<file path="src/core/irq_ctrl_defines.vh">
// constants for the interrupt controller
`ifndef IRQ_CTRL_DEFINES_VH
`define IRQ_CTRL_DEFINES_VH
`define SRC_COUNT      4
`define SRC_PIN        0
`define SRC_CMP        1
`define SRC_T16        2
`define SRC_T8         3
`define VECTOR_ADDR    16'h0010
`define SP_STEP        8'h02
`define SP_RESET       8'h00
`define FLAGS_RESET    4'h0
`define ENABLE_RESET   4'h0
`define EDGE_RESET     8'h00
`define EDGE_RISE      2'h1
`define EDGE_FALL      2'h2
`define EDGE_BOTH      2'h0
`endif

</file>
<file path="src/core/irq_ctrl.v">
// interrupt controller with stack sequencing for a small 8-bit core
// Functional notes
// - Four request sources: external pin, comparator, 16-bit timer, 8-bit timer.
// - Each source has its own enable bit gating whether its flag can cause an interrupt.
// - Flags are set by hardware only and cleared when software writes zero to a bit.
// - The edge select picks rising, falling or either edge per source to set its flag.
// - Global enable set by the enable instruction, cleared by the disable instruction.
// - The stack lives in data memory at the stack pointer, whose bit 0 stays zero.
// - Push and pop instructions save accumulator and flags in two bytes of stack.
// - On entry the pc is written at sp, sp gains two, global enable clears, fetch at 0x010.
// - Return restores pc from the stack, sp loses two, global enable sets again.
// - The request flag register is readable to identify the pending sources.
// - A source event sets its flag even when that source is disabled.
// - The 16-bit timer request sits at flag bit 2.
`timescale 1ns/100ps
`include "irq_ctrl_defines.vh"
module irq_ctrl (
  input  wire        i_ref_clk,
  input  wire        i_rst,
  input  wire        i_external_pin_source,
  input  wire        i_comparator_source,
  input  wire        i_sixteen_bit_timer_source,
  input  wire        i_eight_bit_timer_source,
  input  wire        i_enable_wr,
  input  wire [3:0]  i_enable_wdata,
  input  wire        i_edge_wr,
  input  wire [7:0]  i_edge_wdata,
  input  wire        i_flag_wr,
  input  wire [3:0]  i_flag_wdata,
  input  wire        i_sp_wr,
  input  wire [7:0]  i_sp_wdata,
  input  wire        i_engint,
  input  wire        i_disgint,
  input  wire        i_boundary,
  input  wire [15:0] i_pc,
  input  wire        i_reti,
  input  wire        i_push,
  input  wire        i_pop,
  input  wire [7:0]  i_accumulator,
  input  wire [7:0]  i_status_flags,
  input  wire [7:0]  i_mem_rdata,
  output wire [3:0]  o_irq_flags,
  output wire [3:0]  o_irq_enable_reg,
  output wire [7:0]  o_edge_select,
  output wire [7:0]  o_stack_pointer_reg,
  output wire        o_global_enable,
  output wire        o_busy,
  output reg         o_take,
  output reg         o_pc_load,
  output reg  [15:0] o_pc_value,
  output reg         o_acc_load,
  output reg  [7:0]  o_acc_value,
  output reg         o_sflag_load,
  output reg  [7:0]  o_sflag_value,
  output reg         o_mem_we,
  output reg  [7:0]  o_mem_addr,
  output reg  [7:0]  o_mem_wdata
);

  localparam ST_IDLE  = 3'h0;
  localparam ST_ENT1  = 3'h1;
  localparam ST_RET0  = 3'h2;
  localparam ST_RET1  = 3'h3;
  localparam ST_PUSH1 = 3'h4;
  localparam ST_POP0  = 3'h5;
  localparam ST_POP1  = 3'h6;
  localparam ST_RET2  = 3'h7;

  reg  [3:0] flags;
  reg  [3:0] irq_enable_reg;
  reg  [7:0] edge_sel;
  reg  [7:0] stack_pointer_reg;
  reg        gie;
  reg  [2:0] state;
  reg  [7:0] lo_byte;
  reg  [15:0] save_pc;
  reg  [7:0] save_sflag;
  wire [3:0] src_raw;
  wire [3:0] hit;
  wire       pending;
  wire       start_entry;
  wire       start_reti;
  wire       start_push;
  wire       start_pop;
  reg  [2:0] next_state;
  reg  [7:0] next_sp;
  reg        next_gie;

  // source order fixes the sixteen_bit_timer_source flag at bit 2
  assign src_raw = {i_eight_bit_timer_source, i_sixteen_bit_timer_source,
                    i_comparator_source, i_external_pin_source};

  genvar g;
  generate
    for (g = 0; g < `SRC_COUNT; g = g + 1) begin : src
      reg  s1;
      reg  s2;
      reg  s3;
      wire rise;
      wire fall;
      wire [1:0] mode;
      assign mode = edge_sel[2*g+1:2*g];
      assign rise = s2 & ~s3;
      assign fall = ~s2 & s3;
      // edge detect where second and third stage disagree
      assign hit[g] = (mode == `EDGE_RISE) ? rise :
                      (mode == `EDGE_FALL) ? fall : (rise | fall);
      always @(posedge i_ref_clk or posedge i_rst) begin
        if (i_rst) begin
          s1 <= 1'b0;
          s2 <= 1'b0;
          s3 <= 1'b0;
        end else begin
          s1 <= src_raw[g];
          s2 <= s1;
          s3 <= s2;
        end
      end
      // set wins over a same-cycle clear; enable plays no part
      always @(posedge i_ref_clk or posedge i_rst) begin
        if (i_rst) begin
          flags[g] <= 1'b0;
        end else if (hit[g]) begin
          flags[g] <= 1'b1;
        end else if (i_flag_wr & ~i_flag_wdata[g]) begin
          flags[g] <= 1'b0;
        end
      end
    end
  endgenerate

  assign pending = |(flags & irq_enable_reg);
  assign o_irq_flags         = flags;
  assign o_irq_enable_reg    = irq_enable_reg;
  assign o_edge_select       = edge_sel;
  assign o_stack_pointer_reg = stack_pointer_reg;
  assign o_global_enable     = gie;
  assign o_busy              = (state != ST_IDLE);

  always @(posedge i_ref_clk or posedge i_rst) begin
    if (i_rst) begin
      irq_enable_reg <= `ENABLE_RESET;
      edge_sel       <= `EDGE_RESET;
    end else begin
      if (i_enable_wr) begin
        irq_enable_reg <= i_enable_wdata;
      end
      if (i_edge_wr) begin
        edge_sel <= i_edge_wdata;
      end
    end
  end

  // command decode; entry outranks the sequencer commands
  assign start_entry = (state == ST_IDLE) & i_boundary & gie & pending;
  assign start_reti  = (state == ST_IDLE) & ~start_entry & i_reti;
  assign start_push  = (state == ST_IDLE) & ~start_entry & ~i_reti & i_push;
  assign start_pop   = (state == ST_IDLE) & ~start_entry & ~i_reti & ~i_push & i_pop;

  always @* begin
    next_state = state;
    case (state)
      ST_IDLE: begin
        if (start_entry) begin
          next_state = ST_ENT1;
        end else if (start_reti) begin
          next_state = ST_RET0;
        end else if (start_push) begin
          next_state = ST_PUSH1;
        end else if (start_pop) begin
          next_state = ST_POP0;
        end
      end
      ST_ENT1:  next_state = ST_IDLE;
      ST_RET0:  next_state = ST_RET1;
      ST_RET1:  next_state = ST_RET2;
      ST_RET2:  next_state = ST_IDLE;
      ST_PUSH1: next_state = ST_IDLE;
      ST_POP0:  next_state = ST_POP1;
      ST_POP1:  next_state = ST_IDLE;
      default:  next_state = ST_IDLE;
    endcase
  end

  always @* begin
    next_sp = stack_pointer_reg;
    case (state)
      ST_IDLE: begin
        if (i_sp_wr) begin
          next_sp = {i_sp_wdata[7:1], 1'b0};
        end
      end
      ST_ENT1:  next_sp = stack_pointer_reg + `SP_STEP;
      ST_RET2:  next_sp = stack_pointer_reg - `SP_STEP;
      ST_PUSH1: next_sp = stack_pointer_reg + `SP_STEP;
      ST_POP1:  next_sp = stack_pointer_reg - `SP_STEP;
      default:  next_sp = stack_pointer_reg;
    endcase
  end

  always @* begin
    next_gie = gie;
    if (state == ST_IDLE) begin
      if (i_engint) begin
        next_gie = 1'b1;
      end else if (i_disgint) begin
        next_gie = 1'b0;
      end
      if (start_entry) begin
        next_gie = 1'b0;
      end
    end else if (state == ST_RET2) begin
      next_gie = 1'b1;
    end
  end

  always @(posedge i_ref_clk or posedge i_rst) begin
    if (i_rst) begin
      state             <= ST_IDLE;
      gie               <= 1'b0;
      stack_pointer_reg <= `SP_RESET;
    end else begin
      state             <= next_state;
      gie               <= next_gie;
      stack_pointer_reg <= next_sp;
    end
  end

  always @(posedge i_ref_clk or posedge i_rst) begin
    if (i_rst) begin
      lo_byte       <= 8'h00;
      save_pc       <= 16'h0000;
      save_sflag    <= 8'h00;
      o_take        <= 1'b0;
      o_pc_load     <= 1'b0;
      o_pc_value    <= 16'h0000;
      o_acc_load    <= 1'b0;
      o_acc_value   <= 8'h00;
      o_sflag_load  <= 1'b0;
      o_sflag_value <= 8'h00;
      o_mem_we      <= 1'b0;
      o_mem_addr    <= 8'h00;
      o_mem_wdata   <= 8'h00;
    end else begin
      o_take       <= 1'b0;
      o_pc_load    <= 1'b0;
      o_acc_load   <= 1'b0;
      o_sflag_load <= 1'b0;
      o_mem_we     <= 1'b0;
      case (state)
        ST_IDLE: begin
          if (start_entry) begin
            // low pc byte first, high byte next cycle
            o_take      <= 1'b1;
            o_mem_we    <= 1'b1;
            o_mem_addr  <= stack_pointer_reg;
            o_mem_wdata <= i_pc[7:0];
            save_pc     <= i_pc;
          end else if (start_reti) begin
            o_mem_addr <= stack_pointer_reg - `SP_STEP;
          end else if (start_push) begin
            o_mem_we    <= 1'b1;
            o_mem_addr  <= stack_pointer_reg;
            o_mem_wdata <= i_accumulator;
            save_sflag  <= i_status_flags;
          end else if (start_pop) begin
            o_mem_addr <= stack_pointer_reg - `SP_STEP;
          end
          // pop tail: flags byte arrives one cycle after the accumulator byte
          if (o_acc_load) begin
            o_sflag_load  <= 1'b1;
            o_sflag_value <= i_mem_rdata;
          end
        end
        ST_ENT1: begin
          o_mem_we    <= 1'b1;
          o_mem_addr  <= stack_pointer_reg + 8'h01;
          o_mem_wdata <= save_pc[15:8];
          o_pc_load   <= 1'b1;
          o_pc_value  <= `VECTOR_ADDR;
        end
        ST_RET0: begin
          // memory answers one cycle after the address
          o_mem_addr <= stack_pointer_reg - 8'h01;
        end
        ST_RET1: begin
          lo_byte <= i_mem_rdata;
        end
        ST_RET2: begin
          o_pc_load  <= 1'b1;
          o_pc_value <= {i_mem_rdata, lo_byte};
        end
        ST_PUSH1: begin
          o_mem_we    <= 1'b1;
          o_mem_addr  <= stack_pointer_reg + 8'h01;
          o_mem_wdata <= save_sflag;
        end
        ST_POP0: begin
          o_mem_addr <= stack_pointer_reg - 8'h01;
        end
        ST_POP1: begin
          o_acc_load  <= 1'b1;
          o_acc_value <= i_mem_rdata;
        end
        default: begin
          o_mem_we <= 1'b0;
        end
      endcase
    end
  end

endmodule // irq_ctrl

</file>
<file path="config.mk">
export PLATFORM = sky130hd
export DESIGN_NAME = irq_ctrl
export DESIGN_NICKNAME = d
export VERILOG_FILES = /design/src/core/irq_ctrl.v
export VERILOG_INCLUDE_DIRS = /design/src /design/src/core
export SDC_FILE = /design/constraint.sdc
export NUM_CORES = 1
export LEC_CHECK = 0
export BUFFER_PORTS_ARGS = -buffer_cell sky130_fd_sc_hd__buf_2
export CAP_MARGIN = 10
export CORE_ASPECT_RATIO = 0.5
export CORE_MARGIN = 2
export CORE_UTILIZATION = 43
export DETAILED_ROUTE_END_ITERATION = 8
export MAX_ROUTING_LAYER = met4
export PLACE_DENSITY = 0.76
export SETUP_SLACK_MARGIN = 0.5
export SLEW_MARGIN = 20
export SYNTH_ARGS = -nofsm -noshare
export SYNTH_HDL_FRONTEND = slang
export SYNTH_SLANG_ARGS = --single-unit
</file>
<file path="constraint.sdc">
create_clock -name i_ref_clk -period 4.8 [get_ports i_ref_clk]
set_input_delay 1.2 -clock i_ref_clk [delete_from_list [all_inputs] [get_ports i_ref_clk]]
set_output_delay 1.2 -clock i_ref_clk [all_outputs]
set_load 0.01 [all_outputs]
</file>
==> flow_results.org, run 1 <==
** CTS
- The tree built by TritonCTS fans out to 116 sinks.
- The longest clock path from root to sink contains 2 buffers.
- CTS tree :: built
- Reg clk slew, reported paths :: 0.06 ns
- CTS placed an instance of clkbuf_16 at the clock tree root.
- The number of gates resized after CTS was 0.
- Clock buffer count from CTS :: 17
- Post-CTS timing repair inserted 0 buffers for setup.
- Hold Buf Count CTS :: 0
- At the later pin of the worst-skew pair, clock insertion delay measures 0.41 ns.
- The clock tree synthesis step divided the H-tree into 4 levels.

** Cells and area
- The post-route netlist has 38.0% of its cells at a drive strength greater than 1.
- Fill cells in the final layout number 1108.
- Antenna Diode Count :: 0
- The library cell used most frequently in the layout, excluding fill and tap cells, is buf_2.
- Number of flip-flops under the largest register name :: 16
- Register bank with the most flops :: o_pc_value
- From synthesis to final layout, the design area changed by 27.4%.
- Post-route cell area :: 7060 um2
- In the layout the commonest cells are 156 x buf_2, 116 x dfrtp_1, 45 x mux2_2, 45 x nand2_1, 25 x o21ai_0.
- Number of nets in the layout :: 742

** Route
- Detailed-router iteration count before antenna repair :: 5
- Drt wl/cell :: 16.7 um
- Vias after detailed routing :: 4453
- The detailed router finished its first iteration with 352 violations.
- DRC violation count after routing :: 0
- Via density :: 5.38
- The detail route stage leaves a number of antenna-violating nets equal to 0.
- Summed over all layers, the routed wires come to 13.8 mm.

** Outcome
- Run status :: finished, final reports clean

** Global routing
- Initial antenna violation count :: 0
- Entering global routing, the biggest net connects 54 pins.
- The first global-routing pass estimated 22.2 mm of wire.
- Summed over all layers, the global routing overflow is 0.
- Vias in the first global route :: 4383
- All-Layer GR Usage :: 21.2%

** Placed design
- Post-detailed-placement cell area :: 6450 um2
- Placed wire-length estimate after detailed placement :: 9.88 mm
- At the placement stage, the worst setup path has a slack of 1.57 ns.
- Number of port buffers :: 156
- Final weighted congestion in routability-driven placement :: 0.872

** Synth
- Register bit total from synthesis :: 116
- In the synthesized netlist, mux cells make up 11.0% of the area.
- Sequential cells were found to cover 52.4% of the synthesized design area.
- The number of different library cells used by synthesis comes to 59.
- Synth async-reset ratio :: 100%
- Synth Area in Compound Gates :: 17.1%
- The synthesized netlist devotes 3.98% of its cell area to adder and majority cells.
- Main combinational cell family by area after synthesis :: compound AO/OA/AOI/OAI gates
- Averaged over all synthesized cells, the footprint is 11.3 um2.
- Summing the areas of all and, or, nand and nor instances in the mapped netlist gives 9.51% of the synthesized area.
- Number of enable flip-flop cells after synthesis :: 0
- Post-synth net total :: 586
- The Yosys step of the flow raised 0 warnings.
- Top flip-flop cell by instance count after synthesis :: dfrtp_1
- Of the total synthesized cell area, the portion taken by XOR and XNOR cells is 1.90%.
- After synthesis the cells add up to 5540 um2.
- Synthesized instance count :: 489

** Power
- For this design the static power due to leakage is 3.35 nW.
- Maximum ir drop on the vdd rail :: 292 uV
- Power density over the cells :: 711 nW/um2

** Floorplanning
- The floorplan has 29 rows.
- The floorplan step defined a die boundary enclosing 13900 um2.
- The floorplan step set the die width to 164 um.
- The core region is 12600 um2.
- Chip height :: 84.2 um
- For this configuration, the core starts out at a cell density of 43.8%.
- 159 I/O pins were placed.

** Timing
- RSZ-0062 raised after global routing :: no
- Maximum achievable frequency :: 301 MHz
- Setup violations remaining at the end of the flow were counted as 0.
- The worst path meets setup with 1.48 ns of slack.
- Relative slew slack :: 40.7%
- The hold violation total from the final report was 0.
- Subtracting the final worst setup slack from the clock period gives 3.32 ns.
- The clock arrives with 0.00764 ns of skew.
- Pins Over Slew Limit :: 0
- Share of the clock period used by the worst path after layout :: 69.3%
- Transition time at the pin with the least slew margin :: 0.889 ns
- Final setup TNS :: 0 ns

** Critical path
- CP required :: 5.06 ns
- Critical Path Fanout Max :: 28
- The worst setup path is launched from a register.
- STA classifies the critical path endpoint as a register.
- For the worst setup path, the data arrival time is 3.58 ns.
- Category of the most critical setup path :: register to register

** Hold path
- Worst min-delay path category :: register to register

** Job
- Across the run, the number of max-cap violations was 0.
-- final timing paths --
kind,from,end,slack [ns],depth (start not counted)
max,state[2],o_mem_addr[7],1.48,11
min,src[2].s1,src[2].s2,0.35,0
max reg2reg,state[2],o_mem_addr[7],1.48,11
min reg2reg,src[2].s1,src[2].s2,0.35,0
max in group asynchronous,i_rst,save_pc[12],2.91,3
min in group asynchronous,i_rst,o_irq_enable_reg[0],0.92,2
-- kinds of logic after synthesis --
logic type,count (synthesis)
buffers and inverters,49
xor gates and xnor gates,12
muxes,55
adders and majority gates,17
AOI/OAI and AO/OA,132
DFF,116
and+or+nand+nor,107
other,1
-- layout make-up --
type,count,area [um2],share of cell area (%)
tap,170,213,3.01
clock inverter,15,181,2.57
sequential,116,2900,41.1
timing repair buffer,163,833,11.8
clock buffer,17,425,6.03
multi-input combinational,324,2410,34.2
inverter,23,88.8,1.26
-- cell usage after synthesis, types with 3 or more instances --
cell type	count	area (um2)
nor2_1	16	60.1
mux2i_1	10	100
xor2_1	3	26.3
inv_1	20	75.1
o21ai_0	25	125
or3_1	3	18.8
a21oi_1	20	100
buf_2	7	35.0
nand2_1	45	169
nor3_1	5	25.0
mux2_2	45	507
o21a_1	13	97.6
nand3_1	6	30.0
buf_6	3	33.8
nand2b_1	6	37.5
o31ai_1	5	37.5
a22oi_1	15	113
xnor2_1	9	78.8
clkbuf_1	12	45.0
nor2b_1	11	68.8
ha_1	16	200
a222oi_1	4	40.0
a22o_1	17	149
o221ai_1	10	87.6
o22ai_1	3	18.8
dfrtp_1	116	2900
-- metrics by stage --
step	util, %	hold slack [ns]	power [mW]	std cells
after floorplan	-	0.331	3.08	489
after global placement	51.1	0.336	3.64	796
after detailed placement	51.1	0.340	3.71	796
after CTS	55.9	0.352	5.03	828
after global routing	55.9	0.365	5.35	828
final	55.9	0.351	5.02	828
-- layer usage --
layer  GRT usage (%)  share of wire [%]  up-vias
met5               -                  0        -
met4            8.06                1.7        0
met3            4.30                5.0       23
met2            33.5                 49      129
met1            27.2                 45     2209
li1                -                  -     2092
-- worst max-delay path, stage by stage (launching register included) --
cell,delay (ns)
dfrtp_1,0.92
nor2_1,0.17
a22oi_1,0.50
inv_1,0.25
ha_1,0.28
inv_1,0.08
fa_1,0.20
nor2b_1,0.08
o31a_1,0.27
o22ai_1,0.17
xnor2_1,0.14
o221ai_1,0.12
-- power breakdown --
group	total [mW]	internal, mW	leakage [nW]	switching [mW]
clock	1.30	0.820	0.294	0.482
sequential	1.67	1.36	1.40	0.307
combinational	2.05	0.926	1.66	1.12
Power figures use the tool's default switching activity.
==> run 2: changes to the inputs <==
==> constraint.sdc (replaced) <==
create_clock -name i_ref_clk -period 3.15 [get_ports i_ref_clk]
set_input_delay 0.7875 -clock i_ref_clk [delete_from_list [all_inputs] [get_ports i_ref_clk]]
set_output_delay 0.7875 -clock i_ref_clk [all_outputs]
set_load 0.01 [all_outputs]
==> run 2 against run 1 <==
Cell count is 1.1% higher. Die area stayed put. First-iteration DRC count is 13% lower. Critical path depth is 7 lower. Routed wire length is 0.93% higher. Clock-buffer cell count is 1 higher. Combinational power is 58% higher. Power is 54% higher.
==> flow_results.org, run 2 (same netlist as run 1, synthesis figures left out) <==
** Hold path
- The tightest min-delay check is of the register to register type.

** Timing
- Share of the clock period used by the worst path after layout :: 81.6%
- Setup repair after global routing could not meet its margin everywhere.
- Relative slew slack :: 56.2% (+15 points)
- The worst path needs 2.57 ns of the cycle, external delays included.
- Derived from the worst setup path, the maximum achievable clock frequency is 389 MHz.
- Worst setup margin :: 0.580 ns (-0.895 ns)
- The clock skew came to 0.0111 ns (+0.00347 ns).
- The final-report max-slew violation count was 0 (unchanged).
- Setup-failing EPs final :: 0 (unchanged)
- The final sum of negative setup slack is 0 ns (unchanged).
- Transition time at the pin with the least slew margin :: 0.657 ns (-0.232 ns)
- Count of final hold-check violations :: 0 (unchanged)

** Critical path
- Crit path launch type :: register
- The reg2reg setup slack came to 0.61 ns (-0.87 ns).
- The arrival time of data at the critical path endpoint came to 1.78 ns (-1.80 ns).
- The worst setup path is of the register to output pin kind.
- The worst setup path is captured at an output pin.
- CP required :: 2.36 ns (-2.70 ns)
- Critical Path Fanout Max :: 19 (-32%)

** Global routing
- The remaining global-route overflow came to 0 (unchanged).
- All-Layer GR Usage :: 21.4% (+0.20 points)
- The first-pass GRT wire length is 22.6 mm (+1.6%).
- The global-route met2 utilization is 34.4% (+0.87 points).
- The largest net degree at the start of global routing was 117 (+120%).
- The met3 layer usage reported by global route is 4.55% (+0.25 points).
- The global routing usage on met1 is 27.0% (-0.19 points).
- Busiest metal layer after global routing :: met2
- The number of antenna violations at the first check in global routing was 0 (unchanged).
- Vias in the first global route :: 4509 (+2.9%)

** Route
- The detailed-route wire length per cell is 16.7 um (-0.15%).
- The number of DRC violations after detailed-routing iteration 0 was 308 (-13%).
- The overall via count from detail_route is 4490 (+0.83%).
- The number of vias per cell after detailed routing is 5.36 (-0.25%).
- Detailed-router iteration count before antenna repair :: 5 (unchanged)
- The total length of routed wires was 13.9 mm (+0.93%).
- Residual antenna-violating net count after detailed routing :: 0 (unchanged)
- DRC violation count after routing :: 0 (unchanged)

** Floorplanning
- Width of the die :: 164 um (unchanged)
- Number of primary I/O pins :: 159 (unchanged)
- The core area was 12600 um2 (unchanged).
- Die area :: 13900 um2 (unchanged)
- Number of rows created at floorplan :: 29 (unchanged)
- Chip height :: 84.2 um (unchanged)
- The initial cell density of the core came to 43.8% (unchanged).

** Outcome
- Run status :: finished, final reports clean

** Cells and area
- The number of inserted diodes is 0 (unchanged).
- Number of nets in the layout :: 751 (+1.2%)
- The number of fill cells in the layout is 1069 (-3.5%).
- Final design utilization :: 56.5% (+0.66 points)
- Area of all sequential standard cells :: 2910 um2 (about the same)
- In the layout the commonest cells are 156 x buf_2, 114 x dfrtp_1, 45 x mux2_2, 45 x nand2_1, 25 x o21ai_0.
- Number of flip-flops under the largest register name :: 16 (unchanged)
- Area growth syn-to-layout :: 28.9%
- Fraction of final layout cells sized beyond drive strength 1 :: 39.9% (+1.9 points)
- Register bank with the most flops :: o_pc_value
- Leading cell type in the layout, fill and taps excluded :: buf_2
- The multi-input logic area was 2430 um2 (+0.62%).

** CTS
- Cell at the root of the clock tree :: clkbuf_16
- Hold Buf Count CTS :: 0 (unchanged)
- Maximum count of clock buffers along a single path :: 2 (unchanged)
- The number of buffers created by CTS is 17 (unchanged).
- The number of clock sinks was 116 (unchanged).
- The depth of the CTS H-tree is 4 (unchanged).
- The worst-skew pair later-pin latency was 0.41 ns (about the same).
- TritonCTS built the clock tree.
- Reg clk slew, reported paths :: 0.05 ns (about the same)

** Placed design
- The worst setup slack before clock tree synthesis is 0.293 ns (-1.27 ns).
- Final weighted congestion in routability-driven placement :: 0.850 (-2.6%)
- The HPWL after detailed placement was 9.98 mm (+0.99%).
- Number of port buffers :: 156 (unchanged)

** Power
- Static Leak :: 3.38 nW (+0.86%)
- Maximum ir drop on the vdd rail :: 503 uV (+73%)
- The total power per unit cell area was 1080 nW/um2 (+52%).

** Job
- The max capacitance violation total is 0 (unchanged).
==> run 2: path summary, 6_finish.rpt <==
kind,start,to,depth (start not counted)
max in group asynchronous,i_rst,o_stack_pointer_reg[1],3
min in group asynchronous,i_rst,src[3].s1,3
hold reg to reg,src[1].s1,src[1].s2,0
hold / removal,src[1].s1,src[1].s2,0
setup / recovery,state[1],o_busy,4
setup reg to reg,state[0],o_mem_addr[7],12
==> run 2: area by class of cell <==
| class | count | area share [%] |
|---|---|---|
| clock inverter | 14 | 2.14 |
| tap | 170 | 2.98 |
| timing repair buffer | 172 | 12.8 |
| sequential | 116 | 40.7 |
| multi-input combinational | 324 | 34.0 |
| clock buffer | 18 | 6.15 |
| inverter | 23 | 1.26 |
==> run 2: what timing repair did <==
action,4_1_cts,5_1_grt
gates resized for setup,4,3
setup endpoints to repair,10,11
setup buffers,0,2
pin swaps,0,0
gates cloned,0,0
==> run 2: metrics by stage <==
stage	power, mW	instance area [um2]	hold WS, ns	cells
3_3_place_gp	5.61	6520	0.334	803
2_1_floorplan	4.69	5540	0.331	489
4_1_cts	7.69	7110	0.349	835
6_report	7.72	7140	0.348	837
5_1_grt	8.22	7140	0.357	837
3_5_place_dp	5.72	6520	0.336	803
==> run 2: critical path, stage by stage (launching register included) <==
cell     delay (ns)
dfrtp_1        0.50
buf_4          0.27
nor3_4         0.29
inv_2          0.14
buf_2          0.17
==> run 2: power breakdown <==
group | total [mW] | switching, mW | internal (mW)
combinational | 3.24 | 1.75 | 1.50
clock | 1.93 | 0.736 | 1.19
sequential | 2.55 | 0.466 | 2.08
total | 7.72 | 2.95 | 4.77
==> run 2: layer usage <==
layer,up-vias,share of wire [%]
li1,2100,-
met1,2237,44
met2,131,50
met3,22,4.6
met4,0,1.7
met5,-,0
==> run 3: changes to the inputs <==
==> constraint.sdc (replaced) <==
create_clock -name i_ref_clk -period 2.65 [get_ports i_ref_clk]
set_input_delay 0.6625 -clock i_ref_clk [delete_from_list [all_inputs] [get_ports i_ref_clk]]
set_output_delay 0.6625 -clock i_ref_clk [all_outputs]
set_load 0.01 [all_outputs]
==> run 3 against run 2 <==
Cell count rose by 1.8%. Clock-buffer cell count grew 2. Via count grew 1.7%. Critical endpoint unchanged. Non-clock buffer count increased by 14. Combinational power up 31%.
==> flow_results.org, run 3 (same netlist as run 1, synthesis figures left out) <==
** Placed design
- Final weighted congestion in routability-driven placement :: 0.854 (+0.47%)
- The HPWL after detailed placement came to 9.89 mm (-0.90%).
- Number of port buffers :: 156 (unchanged)
- The worst setup slack before clock tree synthesis came to 0.267 ns (-0.0253 ns).

** CTS
- The number of clock sinks was 116 (unchanged).
- The clock transition at the registers of the reported paths was 0.06 ns (about the same).
- Latest clock arrival within the worst-skew pair :: 0.41 ns (about the same)
- The deepest clock path buffer count is 2 (unchanged).
- Clock buffer count from CTS :: 17 (unchanged)
- Hold Buf Count CTS :: 0 (unchanged)
- The depth of the CTS H-tree was 4 (unchanged).
- Cell at the root of the clock tree :: clkbuf_16
- TritonCTS built the clock tree.

** Floorplanning
- Number of primary I/O pins :: 159 (unchanged)
- The initial cell density of the core was 43.8% (unchanged).
- Width of the die :: 164 um (unchanged)
- Number of rows created at floorplan :: 29 (unchanged)
- The die footprint was 13900 um2 (unchanged).
- Area of the core :: 12600 um2 (unchanged)
- Chip height :: 84.2 um (unchanged)

** Outcome
- The run finished with clean final reports.

** Route
- The overall via count from detail_route was 4565 (+1.7%).
- The number of vias per cell after detailed routing was 5.36 (-0.12%).
- The residual DRC count came to 0 (unchanged).
- Post-detailed-routing wire length :: 14.4 mm (+3.4%)
- The antenna violation net count after detailed routing was 0 (unchanged).
- Drt wl/cell :: 16.9 um (+1.6%)
- Detailed-router iteration count before antenna repair :: 5 (unchanged)
- The number of DRC violations after detailed-routing iteration 0 was 293 (-4.9%).

** Cells and area
- The flip-flop count of the largest register, all copies and words added came to 16 (unchanged).
- The final net count was 765 (+1.9%).
- Register bank with the most flops :: o_pc_value
- Leaving out fill and tap cells, the most frequent cell in the layout is buf_2.
- Compared with the post-synthesis result, the final layout area differs by 34.8%.
- Leading cell types in the layout, fill and taps excluded :: 156 x buf_2, 113 x dfrtp_1, 45 x mux2_2, 45 x nand2_1, 25 x buf_4
- Filler Cell Count :: 1082 (+1.2%)
- Fraction of final layout cells sized beyond drive strength 1 :: 43.3% (+3.4 points)

** Timing
- Static timing analysis puts the maximum clock frequency at 459 MHz.
- Of the available clock period, the critical path in the final layout requires 82.3%.
- Transition time at the pin with the least slew margin :: 0.680 ns (+0.0227 ns)
- Setup-failing EPs final :: 0 (unchanged)
- Worst clock skew :: 0.0108 ns (-0.000326 ns)
- Count of final hold-check violations :: 0 (unchanged)
- The routed design could run at a clock period as short as 2.18 ns.
- Relative slew slack :: 54.2% (-2.0 points)
- The final sum of negative setup slack is 0 ns (unchanged).
- Setup repair after global routing could not meet its margin everywhere.
- Pins Over Slew Limit :: 0 (unchanged)
- The final worst-path setup slack is 0.469 ns (-0.111 ns).

** Hold path
- Worst min-delay path category :: register to register

** Job
- MaxCap Viol Count :: 0 (unchanged)

** Power
- The static leakage was 3.52 nW (+4.0%).
- Power density over the cells :: 1330 nW/um2 (+23%)
- Maximum ir drop on the vdd rail :: 660 uV (+31%)
- The power consumption is 9.91 mW (+28%).

** Global routing
- The total track usage came to 21.9% (+0.49 points).
- Maximum number of pins on one net before global-route repair :: 117 (unchanged)
- The number of antenna violations at the first check in global routing came to 1 (+1).
- Global-route wire length before repair :: 23.0 mm (+1.7%)
- The via count of the first global-routing pass came to 4592 (+1.8%).
- The remaining global-route overflow is 0 (unchanged).

** Critical path
- The critical path in this run is classified as register to output pin.
- The endpoint required time on the critical path was 1.99 ns (-0.37 ns).
- The arrival time of data at the critical path endpoint came to 1.52 ns (-0.26 ns).
- The worst setup path is captured at an output pin.
- The largest driver fanout on the critical path was 13 (-6).
- The worst setup path is launched from a register.
[run 3: cell count changes in the layout (fill, tap and decap cells not counted), moves of 3 or more]
cell and change:
buf_4 +10, ha_1 -4, bufinv_16 +4, inv_6 -3, buf_6 +3, ha_4 +3
[run 3: worst paths after layout]
path	from	to	slack (ns)	cells after the start
worst min register to register	src[2].s1	src[2].s2	0.35	0
worst min-delay path	src[2].s1	src[2].s2	0.35	0
min in group asynchronous	i_rst	o_acc_value[7]	0.43	3
worst max register to register	state[0]	o_mem_addr[7]	0.47	10
max in group asynchronous	i_rst	state[1]	1.69	3
worst max-delay path	state[0]	o_busy	0.47	4
[run 3: final cells by class]
type	count	area (um2)	share of cell area, %
sequential	116	2910	39.0
multi-input combinational	324	2510	33.7
timing repair buffer	186	1040	14.0
clock buffer	20	467	6.26
clock inverter	12	225	3.02
tap	170	213	2.85
inverter	23	93.8	1.26
antenna	1	2.50	0.0335
[run 3: worst max-delay path, cell delays in order, from the launching register on]
cell and delay [ns]:
dfrtp_2 0.43, buf_4 0.20, nor3_4 0.22, inv_2 0.10, buf_2 0.16
[run 3: power breakdown]
| group | leakage [nW] | internal (mW) | total [mW] | switching [mW] |
|---|---|---|---|---|
| logic | 1.79 | 2.01 | 4.25 | 2.24 |
| clock network | 0.328 | 1.84 | 2.68 | 0.836 |
| registers | 1.40 | 2.48 | 2.99 | 0.509 |
| total | 3.52 | 6.33 | 9.91 | 3.58 |
[run 3: per-layer routing]
layer	track usage, %	part of all wire [%]	up-vias
li1	-	-	2142
met1	27.3	44	2282
met2	35.8	50	118
met3	4.15	4.4	23
met4	8.54	1.7	0
met5	-	0	-
[run 3: through the flow]
step	hold WS [ns]	instances	area (um2)	util, %
after global routing	0.342	852	7460	59.1
final	0.346	852	7460	59.1
after detailed placement	0.336	803	6540	51.8
after CTS	0.340	843	7340	58.1
after global placement	0.334	803	6540	51.8
after floorplan	0.331	489	5570	-
[run 3: timing repair]
action / in CTS / in global routing
buffers inserted: 8 / 7
gates cloned: 0 / 1
setup endpoints to repair: 24 / 32
gates resized for setup: 9 / 17
endpoints found under the hold margin: 0 / 0
pin swaps: 8 / 6
